===== config.mk =====
export PLATFORM = sky130hd
export DESIGN_NAME = i2c_seq
export DESIGN_NICKNAME = d
export VERILOG_FILES = /design/src/include/i2c_seq_pkg.sv /design/src/hdl/i2c_seq.sv
export SDC_FILE = /design/constraint.sdc
export NUM_CORES = 1
export LEC_CHECK = 0
export ABC_CLOCK_PERIOD_IN_PS = 3830
export BUFFER_PORTS_ARGS = -buffer_cell sky130_fd_sc_hd__buf_2
export CORE_ASPECT_RATIO = 1.75
export CORE_MARGIN = 1.5
export CORE_UTILIZATION = 29
export CTS_CLUSTER_DIAMETER = 50
export DETAILED_ROUTE_END_ITERATION = 12
export SYNTH_ARGS = -nofsm -noshare
export SYNTH_HDL_FRONTEND = slang
export SYNTH_SLANG_ARGS = --single-unit

===== constraint.sdc =====
create_clock -name clk -period 3.83 [get_ports clk]
set_clock_uncertainty 0.1 [all_clocks]
set_input_delay 1.149 -clock clk [delete_from_list [all_inputs] [get_ports clk]]
set_output_delay 1.149 -clock clk [all_outputs]
set_load 0.005 [all_outputs]

===== src/include/i2c_seq_pkg.sv =====
package i2c_seq_pkg;

    // =====================================================
    // register map (byte addresses)
    localparam logic [7:0] ctrl_addr   = 8'h00;
    localparam logic [7:0] status_addr = 8'h04;
    localparam logic [7:0] reload_addr = 8'h08;
    localparam logic [7:0] buf_addr    = 8'h0c;

    // =====================================================
    // control field positions
    localparam int unit_en_bit    = 0;
    localparam int start_bit      = 1;
    localparam int stop_bit       = 2;
    localparam int ack_bit        = 3;
    localparam int ack_data_bit   = 4;

    // =====================================================
    // status field positions (write one to clear for event, coll and write_collision_flag)
    localparam int start_seen_bit = 0;
    localparam int stop_seen_bit  = 1;
    localparam int event_bit      = 2;
    localparam int coll_bit       = 3;
    localparam int write_collision_flag_bit       = 4;
    localparam int full_bit       = 5;
    localparam int busy_bit       = 6;
    localparam int ev_en_bit      = 7;

    // =====================================================
    // reset values
    localparam logic [7:0] reload_rst = 8'h13;
    localparam logic [7:0] ctrl_rst   = 8'h00;

    typedef struct packed {
        logic scl;
        logic sda;
    } lines_t;

    typedef enum logic [3:0] {
        st_idle,
        st_start_wait,
        st_start_hold,
        st_ack_low,
        st_ack_high,
        st_ack_end,
        st_stop_wait,
        st_stop_cnt,
        st_stop_rel,
        st_stop_chk,
        st_stop_end
    } seq_t;

endpackage


===== src/hdl/i2c_seq.sv =====
`timescale 1ns/1ns
module i2c_seq
    import i2c_seq_pkg::*;
(
    input  wire logic        clk,
    input  wire logic        rst,
    input  wire logic        psel,
    input  wire logic        penable,
    input  wire logic        pwrite,
    input  wire logic [7:0]  paddr,
    input  wire logic [31:0] pwdata,
    output logic [31:0]      prdata,
    output logic             pready,
    output logic             pslverr,
    input  wire logic        scl_i,
    output logic             scl_o,
    output logic             scl_oe,
    input  wire logic        sda_i,
    output logic             sda_o,
    output logic             sda_oe
);

    // =====================================================
    // pin synchronisers
    lines_t meta_r;
    lines_t pin_r;
    lines_t prev_r;

    always_ff @(posedge clk) begin
        if (rst) begin
            meta_r <= '{scl: 1'b1, sda: 1'b1};
            pin_r  <= '{scl: 1'b1, sda: 1'b1};
            prev_r <= '{scl: 1'b1, sda: 1'b1};
        end else begin
            meta_r <= '{scl: scl_i, sda: sda_i};
            pin_r  <= meta_r;
            prev_r <= pin_r;
        end
    end

    logic bus_start;
    logic bus_stop;
    assign bus_start = pin_r.scl && prev_r.sda && !pin_r.sda;
    assign bus_stop  = pin_r.scl && !prev_r.sda && pin_r.sda;

    // =====================================================
    // apb decode
    logic wr;
    logic rd_any;
    assign wr      = psel && penable && pwrite;
    assign rd_any  = psel && penable;
    assign pready  = 1'b1;

    function automatic logic hit(input logic [7:0] a, input logic [7:0] b);
        return a == b;
    endfunction

    logic mapped;
    assign mapped = hit(paddr, ctrl_addr) || hit(paddr, status_addr) ||
                    hit(paddr, reload_addr) || hit(paddr, buf_addr);
    assign pslverr = rd_any && !mapped;

    // =====================================================
    // state and registers
    seq_t       state_r;
    logic       unit_en_r;
    logic       start_en_r;
    logic       stop_en_r;
    logic       ack_en_r;
    logic       ack_data_r;
    logic       ev_en_r;
    logic [7:0] reload_r;
    logic [7:0] buf_r;
    logic [7:0] cnt_r;
    logic       cnt_run_r;
    logic       start_seen_r;
    logic       stop_seen_r;
    logic       event_r;
    logic       coll_r;
    logic       write_collision_flag_r;
    logic       full_r;
    logic [3:0] bit_idx_r;
    logic       scl_low_r;
    logic       sda_low_r;

    logic in_seq;
    assign in_seq = state_r != st_idle;

    logic buf_wr;
    assign buf_wr = wr && hit(paddr, buf_addr);
    logic ctrl_wr;
    assign ctrl_wr = wr && hit(paddr, ctrl_addr);
    logic stat_wr;
    assign stat_wr = wr && hit(paddr, status_addr);

    // =====================================================
    // baud counter
    logic tick;
    logic load;
    logic halt;
    assign tick = cnt_run_r && (cnt_r == 8'h00);

    always_ff @(posedge clk) begin
        if (rst || halt) begin
            cnt_r     <= 8'h00;
            cnt_run_r <= 1'b0;
        end else if (load || tick) begin
            cnt_r     <= reload_r;
            cnt_run_r <= 1'b1;
        end else if (cnt_run_r) begin
            cnt_r     <= cnt_r - 8'h01;
        end
    end

    // =====================================================
    // sequencer
    logic coll;
    logic done_ack;
    logic done_stop;
    logic stop_seen_set;

    always_comb begin
        load          = 1'b0;
        halt          = 1'b0;
        coll          = 1'b0;
        done_ack      = 1'b0;
        done_stop     = 1'b0;
        stop_seen_set = 1'b0;
        case (state_r)
            st_idle: begin
                halt = 1'b1;
            end
            st_start_wait: begin
                if (!cnt_run_r) begin
                    if (!pin_r.sda || !pin_r.scl)
                        coll = 1'b1;
                    else
                        load = 1'b1;
                end else if (!pin_r.sda) begin
                    load = 1'b1;
                end else if (!pin_r.scl) begin
                    coll = 1'b1;
                end
            end
            st_ack_low: begin
                if (!cnt_run_r)
                    load = 1'b1;
                // stop at release so the high half waits for the pin
                if (tick)
                    halt = 1'b1;
            end
            st_ack_high: begin
                if (!cnt_run_r && pin_r.scl)
                    load = 1'b1;
                if (!sda_low_r && !pin_r.sda && pin_r.scl)
                    coll = 1'b1;
            end
            st_stop_wait: begin
                if (!pin_r.sda)
                    load = 1'b1;
            end
            st_stop_chk: begin
                if (pin_r.sda && pin_r.scl)
                    stop_seen_set = 1'b1;
            end
            default: begin
            end
        endcase
        if (coll)
            halt = 1'b1;
    end

    always_ff @(posedge clk) begin
        if (rst || !unit_en_r) begin
            state_r   <= st_idle;
            scl_low_r <= 1'b0;
            sda_low_r <= 1'b0;
            bit_idx_r <= 4'h0;
        end else if (coll) begin
            state_r   <= st_idle;
            scl_low_r <= 1'b0;
            sda_low_r <= 1'b0;
        end else begin
            case (state_r)
                st_idle: begin
                    if (start_en_r) begin
                        state_r   <= st_start_wait;
                        scl_low_r <= 1'b0;
                        sda_low_r <= 1'b0;
                    end else if (ack_en_r) begin
                        state_r   <= st_ack_low;
                        scl_low_r <= 1'b1;
                        sda_low_r <= !ack_data_r;
                    end else if (stop_en_r) begin
                        state_r   <= st_stop_wait;
                        scl_low_r <= 1'b1;
                        sda_low_r <= 1'b1;
                    end
                    if (buf_wr && !in_seq)
                        bit_idx_r <= 4'h0;
                end
                st_start_wait: begin
                    if (cnt_run_r && (tick || !pin_r.sda)) begin
                        sda_low_r <= 1'b1;
                        state_r   <= st_start_hold;
                    end
                end
                st_start_hold: begin
                    if (tick) begin
                        scl_low_r <= 1'b1;
                        state_r   <= st_idle;
                    end
                end
                st_ack_low: begin
                    if (tick) begin
                        scl_low_r <= 1'b0;
                        state_r   <= st_ack_high;
                    end
                end
                st_ack_high: begin
                    if (cnt_run_r && tick) begin
                        scl_low_r <= 1'b1;
                        state_r   <= st_ack_end;
                    end
                end
                st_ack_end: begin
                    state_r <= st_idle;
                end
                st_stop_wait: begin
                    if (!pin_r.sda)
                        state_r <= st_stop_cnt;
                end
                st_stop_cnt: begin
                    if (tick) begin
                        scl_low_r <= 1'b0;
                        state_r   <= st_stop_rel;
                    end
                end
                st_stop_rel: begin
                    if (tick) begin
                        sda_low_r <= 1'b0;
                        state_r   <= st_stop_chk;
                    end
                end
                st_stop_chk: begin
                    if (pin_r.sda && pin_r.scl)
                        state_r <= st_stop_end;
                end
                st_stop_end: begin
                    if (tick)
                        state_r <= st_idle;
                end
                default: begin
                    state_r <= st_idle;
                end
            endcase
        end
    end

    // =====================================================
    // control bits; hardware clears win
    always_ff @(posedge clk) begin
        if (rst) begin
            unit_en_r  <= 1'b0;
            start_en_r <= 1'b0;
            stop_en_r  <= 1'b0;
            ack_en_r   <= 1'b0;
            ack_data_r <= 1'b0;
            ev_en_r    <= 1'b0;
        end else begin
            if (ctrl_wr) begin
                unit_en_r  <= pwdata[unit_en_bit];
                ack_data_r <= pwdata[ack_data_bit];
                if (!in_seq) begin
                    start_en_r <= pwdata[start_bit];
                    stop_en_r  <= pwdata[stop_bit];
                    ack_en_r   <= pwdata[ack_bit];
                end
            end
            if (stat_wr)
                ev_en_r <= pwdata[ev_en_bit];
            if (coll || !unit_en_r) begin
                start_en_r <= 1'b0;
                stop_en_r  <= 1'b0;
                ack_en_r   <= 1'b0;
            end
            if (state_r == st_start_hold && tick)
                start_en_r <= 1'b0;
            if (state_r == st_ack_end)
                ack_en_r <= 1'b0;
            if (state_r == st_stop_end && tick)
                stop_en_r <= 1'b0;
        end
    end

    // =====================================================
    // status flags; set beats clear
    logic ev_set;
    assign ev_set = (state_r == st_stop_end && tick)
                 || (state_r == st_start_hold && tick)
                 || (state_r == st_ack_end)
                 || (bus_stop && ev_en_r && !in_seq);

    logic write_collision_flag_set;
    assign write_collision_flag_set = buf_wr && in_seq;

    always_ff @(posedge clk) begin
        if (rst || !unit_en_r) begin
            start_seen_r <= 1'b0;
            stop_seen_r  <= 1'b0;
        end else begin
            if (bus_start) begin
                start_seen_r <= 1'b1;
                stop_seen_r  <= 1'b0;
            end
            if (bus_stop || stop_seen_set) begin
                stop_seen_r  <= 1'b1;
                start_seen_r <= 1'b0;
            end
        end
    end

    always_ff @(posedge clk) begin
        if (rst) begin
            event_r <= 1'b0;
            coll_r  <= 1'b0;
            write_collision_flag_r  <= 1'b0;
        end else begin
            if (stat_wr && pwdata[event_bit])
                event_r <= 1'b0;
            if (stat_wr && pwdata[coll_bit])
                coll_r <= 1'b0;
            if (stat_wr && pwdata[write_collision_flag_bit])
                write_collision_flag_r <= 1'b0;
            if (ev_set)
                event_r <= 1'b1;
            if (coll)
                coll_r <= 1'b1;
            if (write_collision_flag_set)
                write_collision_flag_r <= 1'b1;
        end
    end

    // =====================================================
    // shift buffer: no byte engine here, so full just marks a load
    always_ff @(posedge clk) begin
        if (rst) begin
            buf_r  <= 8'h00;
            full_r <= 1'b0;
        end else if (coll) begin
            full_r <= 1'b0;
        end else if (buf_wr && !in_seq) begin
            buf_r  <= pwdata[7:0];
            full_r <= 1'b1;
        end
    end

    always_ff @(posedge clk) begin
        if (rst)
            reload_r <= reload_rst;
        else if (wr && hit(paddr, reload_addr))
            reload_r <= pwdata[7:0];
    end

    // =====================================================
    // read mux
    logic [7:0] stat_v;
    always_comb begin
        stat_v                 = 8'h00;
        stat_v[start_seen_bit] = start_seen_r;
        stat_v[stop_seen_bit]  = stop_seen_r;
        stat_v[event_bit]      = event_r;
        stat_v[coll_bit]       = coll_r;
        stat_v[write_collision_flag_bit]       = write_collision_flag_r;
        stat_v[full_bit]       = full_r;
        stat_v[busy_bit]       = in_seq;
        stat_v[ev_en_bit]      = ev_en_r;
    end

    logic [7:0] ctrl_v;
    always_comb begin
        ctrl_v               = ctrl_rst;
        ctrl_v[unit_en_bit]  = unit_en_r;
        ctrl_v[start_bit]    = start_en_r;
        ctrl_v[stop_bit]     = stop_en_r;
        ctrl_v[ack_bit]      = ack_en_r;
        ctrl_v[ack_data_bit] = ack_data_r;
    end

    always_comb begin
        prdata = 32'h0000_0000;
        if (rd_any && !pwrite) begin
            if (hit(paddr, ctrl_addr))
                prdata = {24'h00_0000, ctrl_v};
            else if (hit(paddr, status_addr))
                prdata = {24'h00_0000, stat_v};
            else if (hit(paddr, reload_addr))
                prdata = {24'h00_0000, reload_r};
            else if (hit(paddr, buf_addr))
                prdata = {24'h00_0000, buf_r};
        end
    end

    // =====================================================
    // open-drain pins: only ever pull low
    assign scl_o  = 1'b0;
    assign sda_o  = 1'b0;
    assign scl_oe = scl_low_r;
    assign sda_oe = sda_low_r;

endmodule


==> key figures <==
Clock network
  • TritonCTS clock tree: done
  • Root buffer cell: clkbuf_16
  • H-tree level count: 2
  • Maximum clock path buffer count: 2
  • Clock Sinks: 48
  • Worst skew pair latency: around 0.30 ns
  • Clk pin slew, worst setup/hold paths: 0.07 ns
  • Total CTS buffers: 5
  • Post-CTS Setup Inserts: 0

Floorplan
  • Placeable Area: roughly 0.0099 mm2
  • IO Pins: 85
  • Rows: between 40 and 50
  • Die footprint: approximately 0.011 mm2
  • Die width: slightly below 80 um
  • Initial Util: around 30%
  • Die height: between 100 and 150 um

Worst hold path
  • Min-delay worst type: reg -> reg
  • Hold EP: pin_r[0]$_SDFF_PP1_
  • HP Start: meta_r[0]$_SDFF_PP1_
  • WHS Path Cells: 1

STA
  • Setup ws final: -0.006446 ns
  • # setup viols final: 1
  • Max frequency: approximately 260 MHz
  • Tcrit/Tclk final: 100.2%
  • Slew Viols, Final: 0
  • Max-slew headroom: between 40 and 50%
  • Worst slew pin tran: approximately 0.86 ns
  • Final Critical Period: around 3.8 ns
  • Fin Hold WS: about 0.31 ns
  • Final Hold Viols: 0
  • RSZ-0062 raised after global routing: yes

Finish
  • Layout area overhead: 12.48%
  • Fill cell count: between 1000 and 1500
  • NumNets Final: ~420
  • Register area: roughly 960 um2
  • Finished Core Util: around a third
  • Antenna Cells: 0
  • Final Non-Filler Cells: a little under 500
  • Fraction of layout cells with a size suffix above 1: 21.14%
  • Multi-input combinational cell area: approximately 0.0018 mm2

Routing
  • DR vias/cell: just over 5
  • Total number of vias: 2525
  • DR WL/cell: approximately 15 um
  • DR pass1 iterations: 7
  • Antenna-violating nets left: 0
  • Detailed-route wire length: between 7000 and 8000 um
  • 1st-iter DRT viols: about 180
  • Post-route DRC: 0

Critical path
  • Startpoint types: input pin
  • Worst R2R Start: state_r[1]$_SDFFE_PP0P_
  • Setup CP Type: in -> out
  • WP data required: around 2.6 ns
  • CP max-delay cell: or3_4
  • CP Cell Sequence: buf_2 > nor4_4 > nand2_1 > or3_4 > a221oi_2 > buf_2
  • Reg2Reg Setup Slack: ~1.3 ns
  • WP data arrival: around 2.6 ns
  • Critical path's largest stage delay: approximately 0.47 ns
  • Crit Path Max Fanout: 6
  • Element type at the critical path end: output port
  • Worst r2r path cells: 5
  • Critical Path Most Common Cell: buf_2
  • Reg2reg end: cnt_r[0]$_SDFFE_PP0P_

Global routing
  • Initial antenna violation count: 0
  • Largest net degree at the start of global routing: 31
  • First-pass GRT wire length: 12030 um
  • Remaining Overflow, GRT: 0
  • Total track usage: 14.38%
  • Vias in the first global route: 2449

Yosys
  • Synth Warn #: 0
  • Post-synthesis mux area share: between 10% and 20%
  • Unique masters post-synth: between 60 and 70
  • Ys async rst share: 0%
  • Top cell type's share of synthesized area: between 30% and 40%
  • Count leader, synth: dfxtp_1
  • Synth Area in XOR/XNOR: about 2.1%
  • Dominant synthesized flop cell: dfxtp_1
  • Post-Synth Adder-Cell Area: less than 1%
  • Largest family of logic cells by synthesized area: simple AND/OR/NAND/NOR gates
  • Simple-gate share of the synthesized area: about 23%
  • Mapped Cells: roughly 340
  • Number of flops mapped to enable cells by yosys: 0
  • Commonest cells post-synth: dfxtp_1, nor2_1, mux2i_1, buf_4, a21oi_1
  • Mean Syn Cell Area: about 8.7 um2
  • Yosys reg bits: 48
  • Leading area contributor after synthesis: dfxtp_1
  • Sequential share of the synthesized area: roughly a third
  • Top cells by area, synth: dfxtp_1, mux2i_1, buf_4
  • Netlist Area Pre-Place: 0.002968 mm2
  • Compound-Gate Fraction of Synth Area: between 15 and 20%

Pwr
  • Pleak: 0.001256 uW
  • Final Power: 1101 uW
  • Max VDD drop: about 160 uV
  • PD cells: around 330 mW/mm2

Placement
  • Cells after DPL: slightly below 500
  • HPWL after detailed placement: 5520 um
  • Routability congestion estimate: around 0.9
  • Worst Setup Slack post-DPL: -0.2698 ns
  • Buffers added on ports: 33

Status
  • Failing checks: negative setup slack
  • Status: complete, but fails checks

Flow run
  • Max-cap violation count: 0
-- per-layer routing --
layer	wire, um	global-route usage (%)	up-vias	share of wire [%]
met5	0	0	-	0
met2	3989	26.88	85	55
met3	269	1.933	22	3.7
met1	2698	14.69	1201	37
li1	-	-	1217	-
met4	331	8.772	0	4.5
-- where the power goes --
| part | leakage [uW] | total [uW] | switching (uW) | internal [uW] |
|---|---|---|---|---|
| Sequential | 0.000388 | 503 | 2.35 | 501 |
| Combinational | 0.000782 | 59.1 | 35.8 | 23.3 |
| Clock | 0.0000863 | 539 | 223 | 316 |
| Total | 0.00126 | 1100 | 261 | 840 |
-- worst max-delay path: cells and delay by family --
family	cells	cell delay, ns
AOI/OAI and AO/OA	1	0.28
buffers and inverters	2	0.30
and+or+nand+nor	3	0.86
-- final cells by class --
type | count | share of cell area [%]
clock buffers | 5 | 3.748
clock inverters | 3 | 1.499
inverters | 6 | 0.6747
multi-input cells | 264 | 53.41
flip-flops and latches | 48 | 28.79
well taps | 125 | 4.685
repair buffers | 43 | 7.196
-- registers in the layout (all words and copies together) (netlist names), 2 cells and up --
register / count
reload_r: 8
meta_r: 2
cnt_r: 8
pin_r: 2
buf_r: 8
state_r: 4
-- logic make-up after synthesis --
family,after synthesis
multiplexers,32
AND/OR/NAND/NOR,124
buffers and inverters,55
XOR/XNOR,7
flip-flops,48
AO/OA/AOI/OAI,72
other,2
adder cells (fa/ha/maj),2
-- how the worst max path moves through the flow --
stage / startpoint / to / cells after the start
after floorplan: paddr[5] / prdata[4] / 5
final: paddr[6] / prdata[2] / 6
after CTS: paddr[5] / prdata[4] / 6
after detailed placement: paddr[5] / prdata[4] / 6
after global routing: paddr[6] / prdata[2] / 6
after global placement: paddr[5] / prdata[4] / 6
-- layout by cell type, fill, tap and decap left out, drive strengths merged, types with 6 or more instances in the layout --
cell,n
dfxtp,48
nor2,44
buf,43
mux2i,28
conb,27
a21oi,21
nand2,17
o21ai,13
nor3,10
or2,9
nor2b,8
a211oi,8
nand3,6
nor4,6
inv,6
-- timing repair --
| action | 4_1_cts | 5_1_grt |
|---|---|---|
| pin swaps | 0 | 4 |
| endpoints found under the setup margin | 7 | 2 |
| hold buffers | 0 | 0 |
| resized for setup | 9 | 1 |
-- per-stage QoR --
| stage | cell area (um2) | setup TNS [ns] |
|---|---|---|
| final | 3338 | -0.006446 |
| after global routing | 3338 | -0.08575 |
| after floorplan | 3062 | 0 |
| after global placement | 3094 | -0.7552 |
| after detailed placement | 3094 | -0.8143 |
| after CTS | 3327 | 0 |
Power figures use the tool's default switching activity.
